<file path="config.mk">
export PLATFORM = sky130hd
export DESIGN_NAME = pfc_config
export DESIGN_NICKNAME = d
export VERILOG_FILES = /design/src/pfc_pkg.sv /design/src/pfc_cfg_if.sv /design/src/pfc_decode.sv /design/src/pfc_config.sv
export SDC_FILE = /design/constraint.sdc
export NUM_CORES = 1
export LEC_CHECK = 0
export ABC_AREA = 0
export BUFFER_PORTS_ARGS = -buffer_cell sky130_fd_sc_hd__buf_2
export CAP_MARGIN = 0
export CORE_AREA = 3 3 152 154
export DETAILED_ROUTE_END_ITERATION = 12
export DIE_AREA = 0 0 155 157
export PLACE_DENSITY = 0.52
export SKIP_LAST_GASP = 1
export SLEW_MARGIN = 20
export SYNTH_ARGS = -nofsm -noshare
export SYNTH_HDL_FRONTEND = slang
export SYNTH_HIERARCHICAL = 1
export SYNTH_SLANG_ARGS = --single-unit
</file>
<file path="constraint.sdc">
create_clock -name clk_i -period 2.6 [get_ports clk_i]
set_clock_uncertainty 0.05 [all_clocks]
set_input_delay 0 -clock clk_i [delete_from_list [all_inputs] [get_ports clk_i]]
set_output_delay 0 -clock clk_i [all_outputs]
set_load 0.01 [all_outputs]
</file>
<file path="src/pfc_pkg.sv">
// constants for the light_profiler feature configuration register
// Functional notes
// - writes setting unsupported bits raise protection_fault
// - bits 31:1 mirrored to user feature leaf
// - core tag copied into record core field
// - bits 47:40 give threshold interrupt vector
// - reset clears whole register to zero
// - bit 1 allows program sample instruction
// - bit 2 allows retired instruction counting
// - bit 3 allows retired branch counting
// - bit 4 allows cache miss counting
// - bit 5 allows active cycle counting
// - bit 6 allows reference cycle counting
// - bit 29 allows free running sampling
// - bit 30 stores timestamp when counter exists
// - bit 31 allows threshold interrupt
// - bits 0, 28:7, 63:48 are reserved
// - supported mask uses same bit positions
`default_nettype none
package pfc_pkg;
  // ==========================================================
  // register map
  localparam logic [31:0] PFC_CFG_ADDR    = 32'hc0000105;
  localparam logic [63:0] PFC_CFG_RESET   = 64'h0;
  localparam logic [63:0] PFC_CFG_WMASK   = 64'h0000_ffff_e000_007e;
  localparam int          PFC_BIT_SAMPLE  = 1;
  localparam int          PFC_BIT_INSN    = 2;
  localparam int          PFC_BIT_BRANCH  = 3;
  localparam int          PFC_BIT_MISS    = 4;
  localparam int          PFC_BIT_ACTIVE  = 5;
  localparam int          PFC_BIT_REF     = 6;
  localparam int          PFC_BIT_FREE    = 29;
  localparam int          PFC_BIT_TSTAMP  = 30;
  localparam int          PFC_BIT_THRINT  = 31;
  localparam int          PFC_TAG_LSB     = 32;
  localparam int          PFC_VEC_LSB     = 40;
endpackage : pfc_pkg
`default_nettype wire

</file>
<file path="src/pfc_cfg_if.sv">
// interface carrying the decoded configuration between modules
`timescale 1ns/1ps
`default_nettype none
interface pfc_cfg_if;
  logic [63:0] cfg;
  logic [6:1]  ev_allow;
  logic        free_run;
  logic        tstamp;
  logic        thr_int;
  logic [7:0]  core_tag;
  logic [7:0]  vector;
  modport src (output cfg);
  modport dec (input cfg, output ev_allow, free_run, tstamp, thr_int, core_tag, vector);
  modport use_side (input ev_allow, free_run, tstamp, thr_int, core_tag, vector);
endinterface : pfc_cfg_if
`default_nettype wire

</file>
<file path="src/pfc_decode.sv">
// field decoder for the configuration register
`timescale 1ns/1ps
`default_nettype none
module pfc_decode (
  pfc_cfg_if.dec c  // configuration fields
);
  import pfc_pkg::*;
  genvar g;
  // ==========================================================
  // per-event allow bits
  generate
    for (g = PFC_BIT_SAMPLE; g <= PFC_BIT_REF; g++) begin : g_ev
      assign c.ev_allow[g] = c.cfg[g];
    end
  endgenerate
  assign c.free_run = c.cfg[PFC_BIT_FREE];
  assign c.tstamp   = c.cfg[PFC_BIT_TSTAMP];
  assign c.thr_int  = c.cfg[PFC_BIT_THRINT];
  assign c.core_tag = c.cfg[PFC_TAG_LSB +: 8];
  assign c.vector   = c.cfg[PFC_VEC_LSB +: 8];
endmodule : pfc_decode
`default_nettype wire

</file>
<file path="src/pfc_config.sv">
// light_profiler feature configuration register with write check and gating
`timescale 1ns/1ps
`default_nettype none
module pfc_config (
  input  wire logic        clk_i,             // core clock
  input  wire logic        resetn_i,          // async reset, active low
  input  wire logic        msr_wr_i,          // register write strobe
  input  wire logic        msr_rd_i,          // register read strobe
  input  wire logic [31:0] msr_addr_i,        // register number
  input  wire logic [63:0] msr_wdata_i,       // write data
  output logic      [63:0] msr_rdata_o,       // read data
  output logic             msr_hit_o,         // address decodes to this register
  output logic             protection_fault_o,// write refused, one-cycle pulse
  input  wire logic [31:0] feature_supported_i,// supported feature mask
  output logic      [31:0] feature_leaf_o,    // user visible copy of bits 31:1
  input  wire logic [6:1]  event_req_i,       // event counting requests per id
  output logic      [6:1]  event_ok_o,        // event permitted
  input  wire logic        sample_insn_i,     // program sample instruction issued
  output logic             sample_insn_ok_o,  // sample instruction allowed
  output logic             free_running_o,    // continuous sampling mode in force
  input  wire logic        record_wr_i,       // event record being written
  input  wire logic        tstamp_present_i,  // timestamp counter exists
  input  wire logic [63:0] tstamp_i,          // timestamp counter value
  output logic      [7:0]  record_core_field_o,// core field of record
  output logic      [63:0] record_tstamp_o,   // timestamp field of record
  input  wire logic        threshold_hit_i,   // ring buffer threshold exceeded
  output logic             thr_irq_o,         // threshold interrupt request
  output logic      [7:0]  thr_vector_o       // vector of interrupt
);
  import pfc_pkg::*;
  // ==========================================================
  // register
  logic [63:0] cfg;
  logic [63:0] next_cfg;
  logic        fault;
  logic        next_fault;
  logic [63:0] rdata;
  logic [63:0] next_rdata;
  logic        hit;
  logic [63:0] allowed;
  pfc_cfg_if   cif ();
  assign hit = (msr_addr_i == PFC_CFG_ADDR);
  // supported flags share the config bit positions
  assign allowed = PFC_CFG_WMASK & {32'hffffffff, feature_supported_i};
  always_comb begin
    next_cfg   = cfg;
    next_fault = 1'b0;
    next_rdata = rdata;
    if (msr_wr_i && hit) begin
      if ((msr_wdata_i[31:0] & ~allowed[31:0] & PFC_CFG_WMASK[31:0]) != 32'h0) begin
        next_fault = 1'b1;
      end else begin
        next_cfg = msr_wdata_i & allowed;
      end
    end
    // a read in the write cycle returns the old value
    if (msr_rd_i && hit) begin
      next_rdata = cfg;
    end
  end
  always_ff @(posedge clk_i or negedge resetn_i) begin
    if (!resetn_i) begin
      cfg   <= PFC_CFG_RESET;
      fault <= 1'b0;
      rdata <= 64'h0;
    end else begin
      cfg   <= next_cfg;
      fault <= next_fault;
      rdata <= next_rdata;
    end
  end
  assign cif.cfg = cfg;
  pfc_decode u_dec (
    .c (cif)
  );
  // ==========================================================
  // outputs
  assign msr_rdata_o        = rdata;
  assign msr_hit_o          = hit;
  assign protection_fault_o = fault;
  assign feature_leaf_o     = {cfg[31:1], 1'b0};
  assign event_ok_o         = event_req_i & cif.ev_allow;
  assign sample_insn_ok_o   = sample_insn_i & cif.ev_allow[PFC_BIT_SAMPLE];
  assign free_running_o     = cif.free_run;
  assign thr_vector_o       = cif.vector;

  // ==========================================================
  // event record fields and threshold interrupt
  logic [7:0]  core_q;
  logic [7:0]  next_core_q;
  logic [63:0] ts_q;
  logic [63:0] next_ts_q;
  logic        irq_q;
  logic        next_irq_q;
  logic        ts_store;

  // timestamp only when enabled and the counter exists
  assign ts_store = cif.tstamp & tstamp_present_i;

  always_comb begin
    next_core_q = core_q;
    next_ts_q   = ts_q;
    next_irq_q  = threshold_hit_i & cif.thr_int;
    if (record_wr_i) begin
      next_core_q = cif.core_tag;
      next_ts_q   = ts_store ? tstamp_i : 64'h0;
    end
  end

  always_ff @(posedge clk_i or negedge resetn_i) begin
    if (!resetn_i) begin
      core_q <= 8'h0;
      ts_q   <= 64'h0;
      irq_q  <= 1'b0;
    end else begin
      core_q <= next_core_q;
      ts_q   <= next_ts_q;
      irq_q  <= next_irq_q;
    end
  end

  assign record_core_field_o = core_q;
  assign record_tstamp_o     = ts_q;
  assign thr_irq_o           = irq_q;

  // ==========================================================
  // checks: register access

  a_fault_blocks: assert property (@(posedge clk_i) disable iff (!resetn_i)
    (msr_wr_i && msr_hit_o
      && (msr_wdata_i[31:0] & PFC_CFG_WMASK[31:0] & ~feature_supported_i) != 32'h0)
      |=> (protection_fault_o && $stable(cfg)))
    else $error("bad write not refused");

  a_write_takes: assert property (@(posedge clk_i) disable iff (!resetn_i)
    (msr_wr_i && msr_hit_o
      && (msr_wdata_i[31:0] & PFC_CFG_WMASK[31:0] & ~feature_supported_i) == 32'h0)
      |=> (!protection_fault_o && cfg == ($past(msr_wdata_i) & PFC_CFG_WMASK)))
    else $error("good write not stored");

  a_fault_source: assert property (@(posedge clk_i) disable iff (!resetn_i)
    protection_fault_o |-> $past(msr_wr_i && msr_hit_o))
    else $error("fault without write");

  a_cfg_holds: assert property (@(posedge clk_i) disable iff (!resetn_i)
    !(msr_wr_i && msr_hit_o) |=> $stable(cfg))
    else $error("config changed without write");

  a_supported_only: assert property (@(posedge clk_i) disable iff (!resetn_i)
    (msr_wr_i && msr_hit_o)
      |=> (cfg[31:0] & ~$past(feature_supported_i)) == 32'h0 || $stable(cfg))
    else $error("unsupported bit set");

  a_reserved_zero: assert property (@(posedge clk_i) disable iff (!resetn_i)
    (cfg & ~PFC_CFG_WMASK) == 64'h0)
    else $error("reserved bit set");

  a_read_data: assert property (@(posedge clk_i) disable iff (!resetn_i)
    (msr_rd_i && msr_hit_o) |=> msr_rdata_o == $past(cfg))
    else $error("read data wrong");

  a_read_holds: assert property (@(posedge clk_i) disable iff (!resetn_i)
    !(msr_rd_i && msr_hit_o) |=> $stable(msr_rdata_o))
    else $error("read data moved");

  // ==========================================================
  // checks: decoded fields

  a_leaf_copy: assert property (@(posedge clk_i) disable iff (!resetn_i)
    feature_leaf_o[31:1] == cfg[31:1] && !feature_leaf_o[0])
    else $error("leaf mismatch");

  a_event_gate: assert property (@(posedge clk_i) disable iff (!resetn_i)
    (event_ok_o & ~cfg[6:1]) == 6'h0)
    else $error("event allowed while off");

  a_sample_gate: assert property (@(posedge clk_i) disable iff (!resetn_i)
    sample_insn_ok_o |-> cfg[1])
    else $error("sample allowed while off");

  a_free_run: assert property (@(posedge clk_i) disable iff (!resetn_i)
    free_running_o == cfg[29])
    else $error("mode mismatch");

  a_vector_out: assert property (@(posedge clk_i) disable iff (!resetn_i)
    thr_vector_o == cfg[47:40])
    else $error("vector mismatch");

  // ==========================================================
  // checks: record fields and interrupt

  a_core_tag: assert property (@(posedge clk_i) disable iff (!resetn_i)
    record_wr_i |=> record_core_field_o == $past(cfg[39:32]))
    else $error("core field wrong");

  a_record_holds: assert property (@(posedge clk_i) disable iff (!resetn_i)
    !record_wr_i |=> $stable(record_core_field_o) && $stable(record_tstamp_o))
    else $error("record fields moved");

  a_tstamp_take: assert property (@(posedge clk_i) disable iff (!resetn_i)
    (record_wr_i && cfg[30] && tstamp_present_i) |=> record_tstamp_o == $past(tstamp_i))
    else $error("timestamp not stored");

  a_tstamp_store: assert property (@(posedge clk_i) disable iff (!resetn_i)
    (record_wr_i && !(cfg[30] && tstamp_present_i)) |=> record_tstamp_o == 64'h0)
    else $error("timestamp stored while disabled");

  a_irq_gate: assert property (@(posedge clk_i) disable iff (!resetn_i)
    thr_irq_o |-> $past(threshold_hit_i && cfg[31]))
    else $error("irq while disabled");

  a_irq_fires: assert property (@(posedge clk_i) disable iff (!resetn_i)
    (threshold_hit_i && cfg[31]) |=> thr_irq_o)
    else $error("irq missing");

  // ==========================================================
  // coverage of main scenarios

  c_fault: cover property (@(posedge clk_i) disable iff (!resetn_i) protection_fault_o);
  c_irq: cover property (@(posedge clk_i) disable iff (!resetn_i) thr_irq_o);
  c_ts: cover property (@(posedge clk_i) disable iff (!resetn_i)
    record_wr_i && cfg[30] && tstamp_present_i);
  c_write_ok: cover property (@(posedge clk_i) disable iff (!resetn_i)
    msr_wr_i && msr_hit_o ##1 !protection_fault_o);
  c_read: cover property (@(posedge clk_i) disable iff (!resetn_i) msr_rd_i && msr_hit_o);
endmodule : pfc_config
`default_nettype wire

</file>
# Word level (Yosys, flattened, before mapping)
# Cells that the tools add are included.
dict set report word_totals {
  inputBits 206
  wordCells 22
  ff_bits 202
  out_inout_bits 187
}
dict set report op_classes {
  n_reduce_logical 4
  n_bitwise 8
  eq_ne 1
  n_mux 3
}
# operator n
set op_table {}
lappend op_table {{64-bit by 48-bit bitwise AND with 64-bit output} 1}
lappend op_table {{64-bit two-way mux} 1}
lappend op_table {{32-bit bitwise AND} 1}
lappend op_table {{32-bit equality test, second input constant} 1}
lappend op_table {{32-bit NOT} 1}
lappend op_table {{32-bit nonzero test} 1}
lappend op_table {{6-bit bitwise AND} 1}
lappend op_table {{1-bit bitwise AND} 3}
lappend op_table {{1-bit logical AND} 2}
lappend op_table {{1-bit two-way mux} 2}
lappend op_table {{2-bit AND reduction} 1}
lappend op_table {{1-bit NOT} 1}

# Longest topological paths before layout
dict set report logic_depth {
  ltp_word 5
  mapped_depth 7
  mapped_depth_nobuf 5
}

# Cells and area by module
# Netlist, hierarchy kept.
# module cells_per_inst instances area_per_inst_um2 seq_area_each_um2
set by_module_without_submodules {}
lappend by_module_without_submodules {pfc_config 522 1 5555.3 3103.0}
lappend by_module_without_submodules {pfc_decode 25 1 187.7 0.0}

# Worst setup path after synthesis
# OpenSTA, ideal clock, no wires.
dict set report synth_path {
  path_kind {input port to flip-flop}
  startpoint {input msr_addr_i[5]}
  endpoint {register rdata[29], in the netlist msr_rdata_o[29]}
  path_slack_ps 1030
  t_arrival_ps 1395
  required_ps 2425
  setup_ps 125
  n_path_buf 2
  path_stages 7
  cell_sequence {nor4b_1 -> nand4_1 -> nor2_2 -> and2_1 -> buf_4 -> buf_6 -> mux2_2}
}
dict set report synth_between {
  elab_chain_cells 2
}
# item line_no
set synth_lines {}
lappend synth_lines {{start: declaration} pfc_config.sv:9} ;# input wire logic [31:0] msr_addr_i,
lappend synth_lines {{32-bit equality test} pfc_config.sv:42} ;# assign hit = (msr_addr_i == PFC_CFG_ADDR);
lappend synth_lines {{named net msr_hit_o} pfc_config.sv:12} ;# output logic msr_hit_o,
lappend synth_lines {{1-bit logical AND} pfc_config.sv:57} ;# if (msr_rd_i && hit) begin
lappend synth_lines {{end signal: assignment} pfc_config.sv:69} ;# rdata <= next_rdata;
lappend synth_lines {{end: declaration} pfc_config.sv:37} ;# logic [63:0] rdata;
# The timed path passes the listed nets, and every way through them passes these cells.
# A chain may end at the register's enable or synchronous reset.

# Worst setup path in the final report
dict set report layout_path {
  startpoint {input feature_supported_i[6]}
  endpoint {register fault, in the netlist protection_fault_o}
}
dict set report layout_between {
  elab_chain_cells 5
}
# item line_no
set layout_lines {}
lappend layout_lines {{start: declaration} pfc_config.sv:14} ;# input wire logic [31:0] feature_supported_i,
lappend layout_lines {{32-bit NOT} pfc_config.sv:50} ;# if ((msr_wdata_i[31:0] & ~allowed[31:0] & PFC_CFG_WMASK[31:0]) != 32'h0) begin
lappend layout_lines {{32-bit bitwise AND} pfc_config.sv:50}
lappend layout_lines {{32-bit nonzero test} pfc_config.sv:50}
lappend layout_lines {{1-bit two-way mux} pfc_config.sv:50}
lappend layout_lines {{1-bit two-way mux} pfc_config.sv:49} ;# if (msr_wr_i && hit) begin
lappend layout_lines {{named net next_fault} pfc_config.sv:36} ;# logic next_fault;
lappend layout_lines {{end signal: assignment} pfc_config.sv:68} ;# fault <= next_fault;
lappend layout_lines {{end: declaration} pfc_config.sv:35} ;# logic fault;
# The timed path passes the listed nets, and every way through them passes these cells.

==> out/metrics.yaml <==
synthesis:
  yosysWarnings: 6
  syn_area_per_cell_um2: 10.5
  yosys.area_share.simple: 0.0813
  synth_compound_area_frac: 0.0608
  ys_seq_elements: 124
  ys_types: 23
  synth_area_um2: 5740
  synthMuxAreaShare: 0.119
  synthAdderAreaFrac: 0
  synth-xor-area-share: 0
  async_reset_ff_frac: 1.00
  synth_cells: 547
  ys_seq_area_frac: 0.540
  synth_top_flop_cell: "dfrtp_1"
  synth-edff-count: 0
  synth_top_family_by_area: "buffers and inverters"
place:
  gp_congestion: 0.730
  place_inst: 1047
  port_buffers: 268
  hpwl_um: 11000
route:
  num_vias: 4646
  dr.pass1.iters: 4
  routed_via_density: 3.94
  drt_drc_violations_left: 0
  drt_first_iter_violations: 243
  wirelength_um: 16100
  wire_per_inst_um: 13.7
  drtAntennaViolNets: 0
cells_and_area:
  drive_gt1_frac: 0.398
  most-common-layout-cells: "267 x buf_2, 124 x dfrtp_1, 102 x dlygate4sd3_1"
  diodes: 0
  final_nets: 1094
  fin_cells: 1180
  syn2layout_area_growth_pct: 48.5
  layout_commonest_cell: "buf_2"
grt:
  grt_pass1_vias: 4767
  track_usage: 0.131
  grt_pass1_wl_um: 24900
  antenna_found_initial: 0
  grt-ovfl-total: 0
  grt_max_degree: 73
setup_path:
  cpLargestDelayFamily: "buffers and inverters"
  r2r-start: "cfg[30]"
  endpoint_kind: "flip-flop"
  r2r_end: "record_tstamp_o[33]"
  slowest_stage: "a222oi_1"
  cpPeakStageDelay_ns: 0.60
  r2r_slack_ns: 1.00
  cp_data_required_time_ns: 2.85
  crit_buf_inv: 4
  crit_top_cell: "dlygate4sd3_1"
  arrival_ns: 2.11
  reg2reg_depth: 4
  path_class: "input port to flip-flop"
  cp-start-kind: "input port"
  path_cells: "dlygate4sd3_1 > buf_2 > inv_1 > a222oi_1 > nand2_1 > and3_1 > dlygate4sd3_1"
  crit_path_max_fanout: 2
sta:
  rsz0062_at_grt: "false"
  worstMarginPinSlew_ns: 0.731
  post-route-period-util: 0.715
  hold_violations: 0
  setup_viol: 0
  fmax_mhz: 538
  relSlewSlack: 0.513
  setup_tns_ns: 0
  drv_slew: 0
  min_period_ns: 1.86
die:
  num_rows: 54
  die_h_um: 157
  boundaryPins: 393
  dieWidth_um: 155
  core_um2: 21800
  dieArea_um2: 24300
  start_util: 0.263
clocking:
  worstSkewPairLatency_ns: 0.41
  path_clk_slew_ns: 0.06
  cts_buffers: 17
  cts_sinks: 124
  max-clock-path-buffers: 2
  cts_tree: "done"
  root_buffer: "clkbuf_16"
  cts_setup_buffers: 0
  cts_max_level: 4
power:
  ir_worst_vdd_uv: 338
  powerDensity_nw_per_um2: 591
  fin_total_pwr_w: 0.00504
  p_leak_nw: 4.69
worst_hold_path:
  min_path_type: "input port to asynchronous set/reset pin"
job:
  cap_violations: 0
outcome:
  status: "finished, final reports clean"
-- repair_timing --
item                      4_1_cts  5_1_grt
hold buffers                  102        0
gates resized for setup         0        0
hold endpoints to repair      215        0
-- cell type report --
| type | count | area [µm²] |
|---|---|---|
| clock buffer | 20 | 447 |
| multi-input combinational | 286 | 1730 |
| fill | 2177 | 13300 |
| clock inverter | 11 | 144 |
| tap | 280 | 350 |
| timing repair buffer | 377 | 2450 |
| inverter | 82 | 308 |
| sequential | 124 | 3100 |
-- through the flow --
stage | hold slack [ns] | area, µm² | utilization | setup slack, ns
5_1_grt | 0.119 | 8530 | 0.391 | 0.625
4_1_cts | 0.0859 | 8530 | 0.391 | 0.729
3_3_place_gp | -0.0324 | 6920 | 0.317 | 0.722
6_report | 0.0767 | 8530 | 0.391 | 0.741
2_1_floorplan | -0.346 | 5970 | - | 1.03
3_5_place_dp | -0.0391 | 6920 | 0.317 | 0.673
-- kinds of logic (layout without fill, tap and decap cells) --
| logic type | count (synthesis) | count (layout) |
|---|---|---|
| AOI/OAI and AO/OA | 68 | 68 |
| buffers and inverters | 198 | 490 |
| DFF | 124 | 124 |
| muxes | 58 | 58 |
| other | 1 | 62 |
| and+or+nand+nor | 98 | 98 |
-- report_power, final --
part	internal, W	leakage [nW]	switching (W)
Combinational	0.000289	2.79	0.000309
Sequential	0.00201	1.62	0.0000364
Clock	0.00152	0.278	0.000871
-- per-layer routing --
layer  GRT usage  wire length [µm]  vias to the layer above
li1            -                 -                     2239
met1       0.147              6290                     2194
met2       0.235              8390                      203
met3      0.0412              1260                       10
met4      0.0429               188                        0
met5           0                 0                        -
-- synthesized netlist by cell type, types with 2 or more instances --
library cell	instances	area, µm²
buf_4	97	728
dfrtp_1	124	3100
nand2_1	74	278
buf_1	2	7.51
mux2_4	11	165
mux2_2	38	428
nand4_1	2	12.5
nor4b_2	2	30.0
o21ai_0	64	320
nor4b_1	3	26.3
and2_1	9	56.3
inv_1	82	308
and3_1	2	12.5
nor4_1	3	18.8
clkbuf_1	13	48.8
mux2i_1	9	90.1
buf_6	4	45.0
o22ai_1	3	18.8
-- worst reg2reg max path: cells and delay by family, from the launching register on --
kind	cells	cell delay, ns
AO/OA/AOI/OAI	1	0.09
buffers and inverters	1	0.29
flip-flops	1	0.45
AND/OR/NAND/NOR	2	0.63
-- how the worst max path moves through the flow --
stage,depth (start not counted),startpoint,to,slack [ns]
6_report,7,feature_supported_i[6],protection_fault_o,0.74
5_1_grt,7,feature_supported_i[6],protection_fault_o,0.62
3_5_place_dp,7,msr_addr_i[1],msr_rdata_o[37],0.67
3_3_place_gp,7,msr_addr_i[1],msr_rdata_o[42],0.72
2_1_floorplan,7,msr_addr_i[5],msr_rdata_o[29],1.03
4_1_cts,7,feature_supported_i[6],protection_fault_o,0.73
-- registers in the layout, summed over array words and instances, names as in the netlist --
signal,cells
record_tstamp_o,64
cfg,25
msr_rdata_o,25
record_core_field_o,8
protection_fault_o,1
thr_irq_o,1
(Power assumes the default switching activity.)
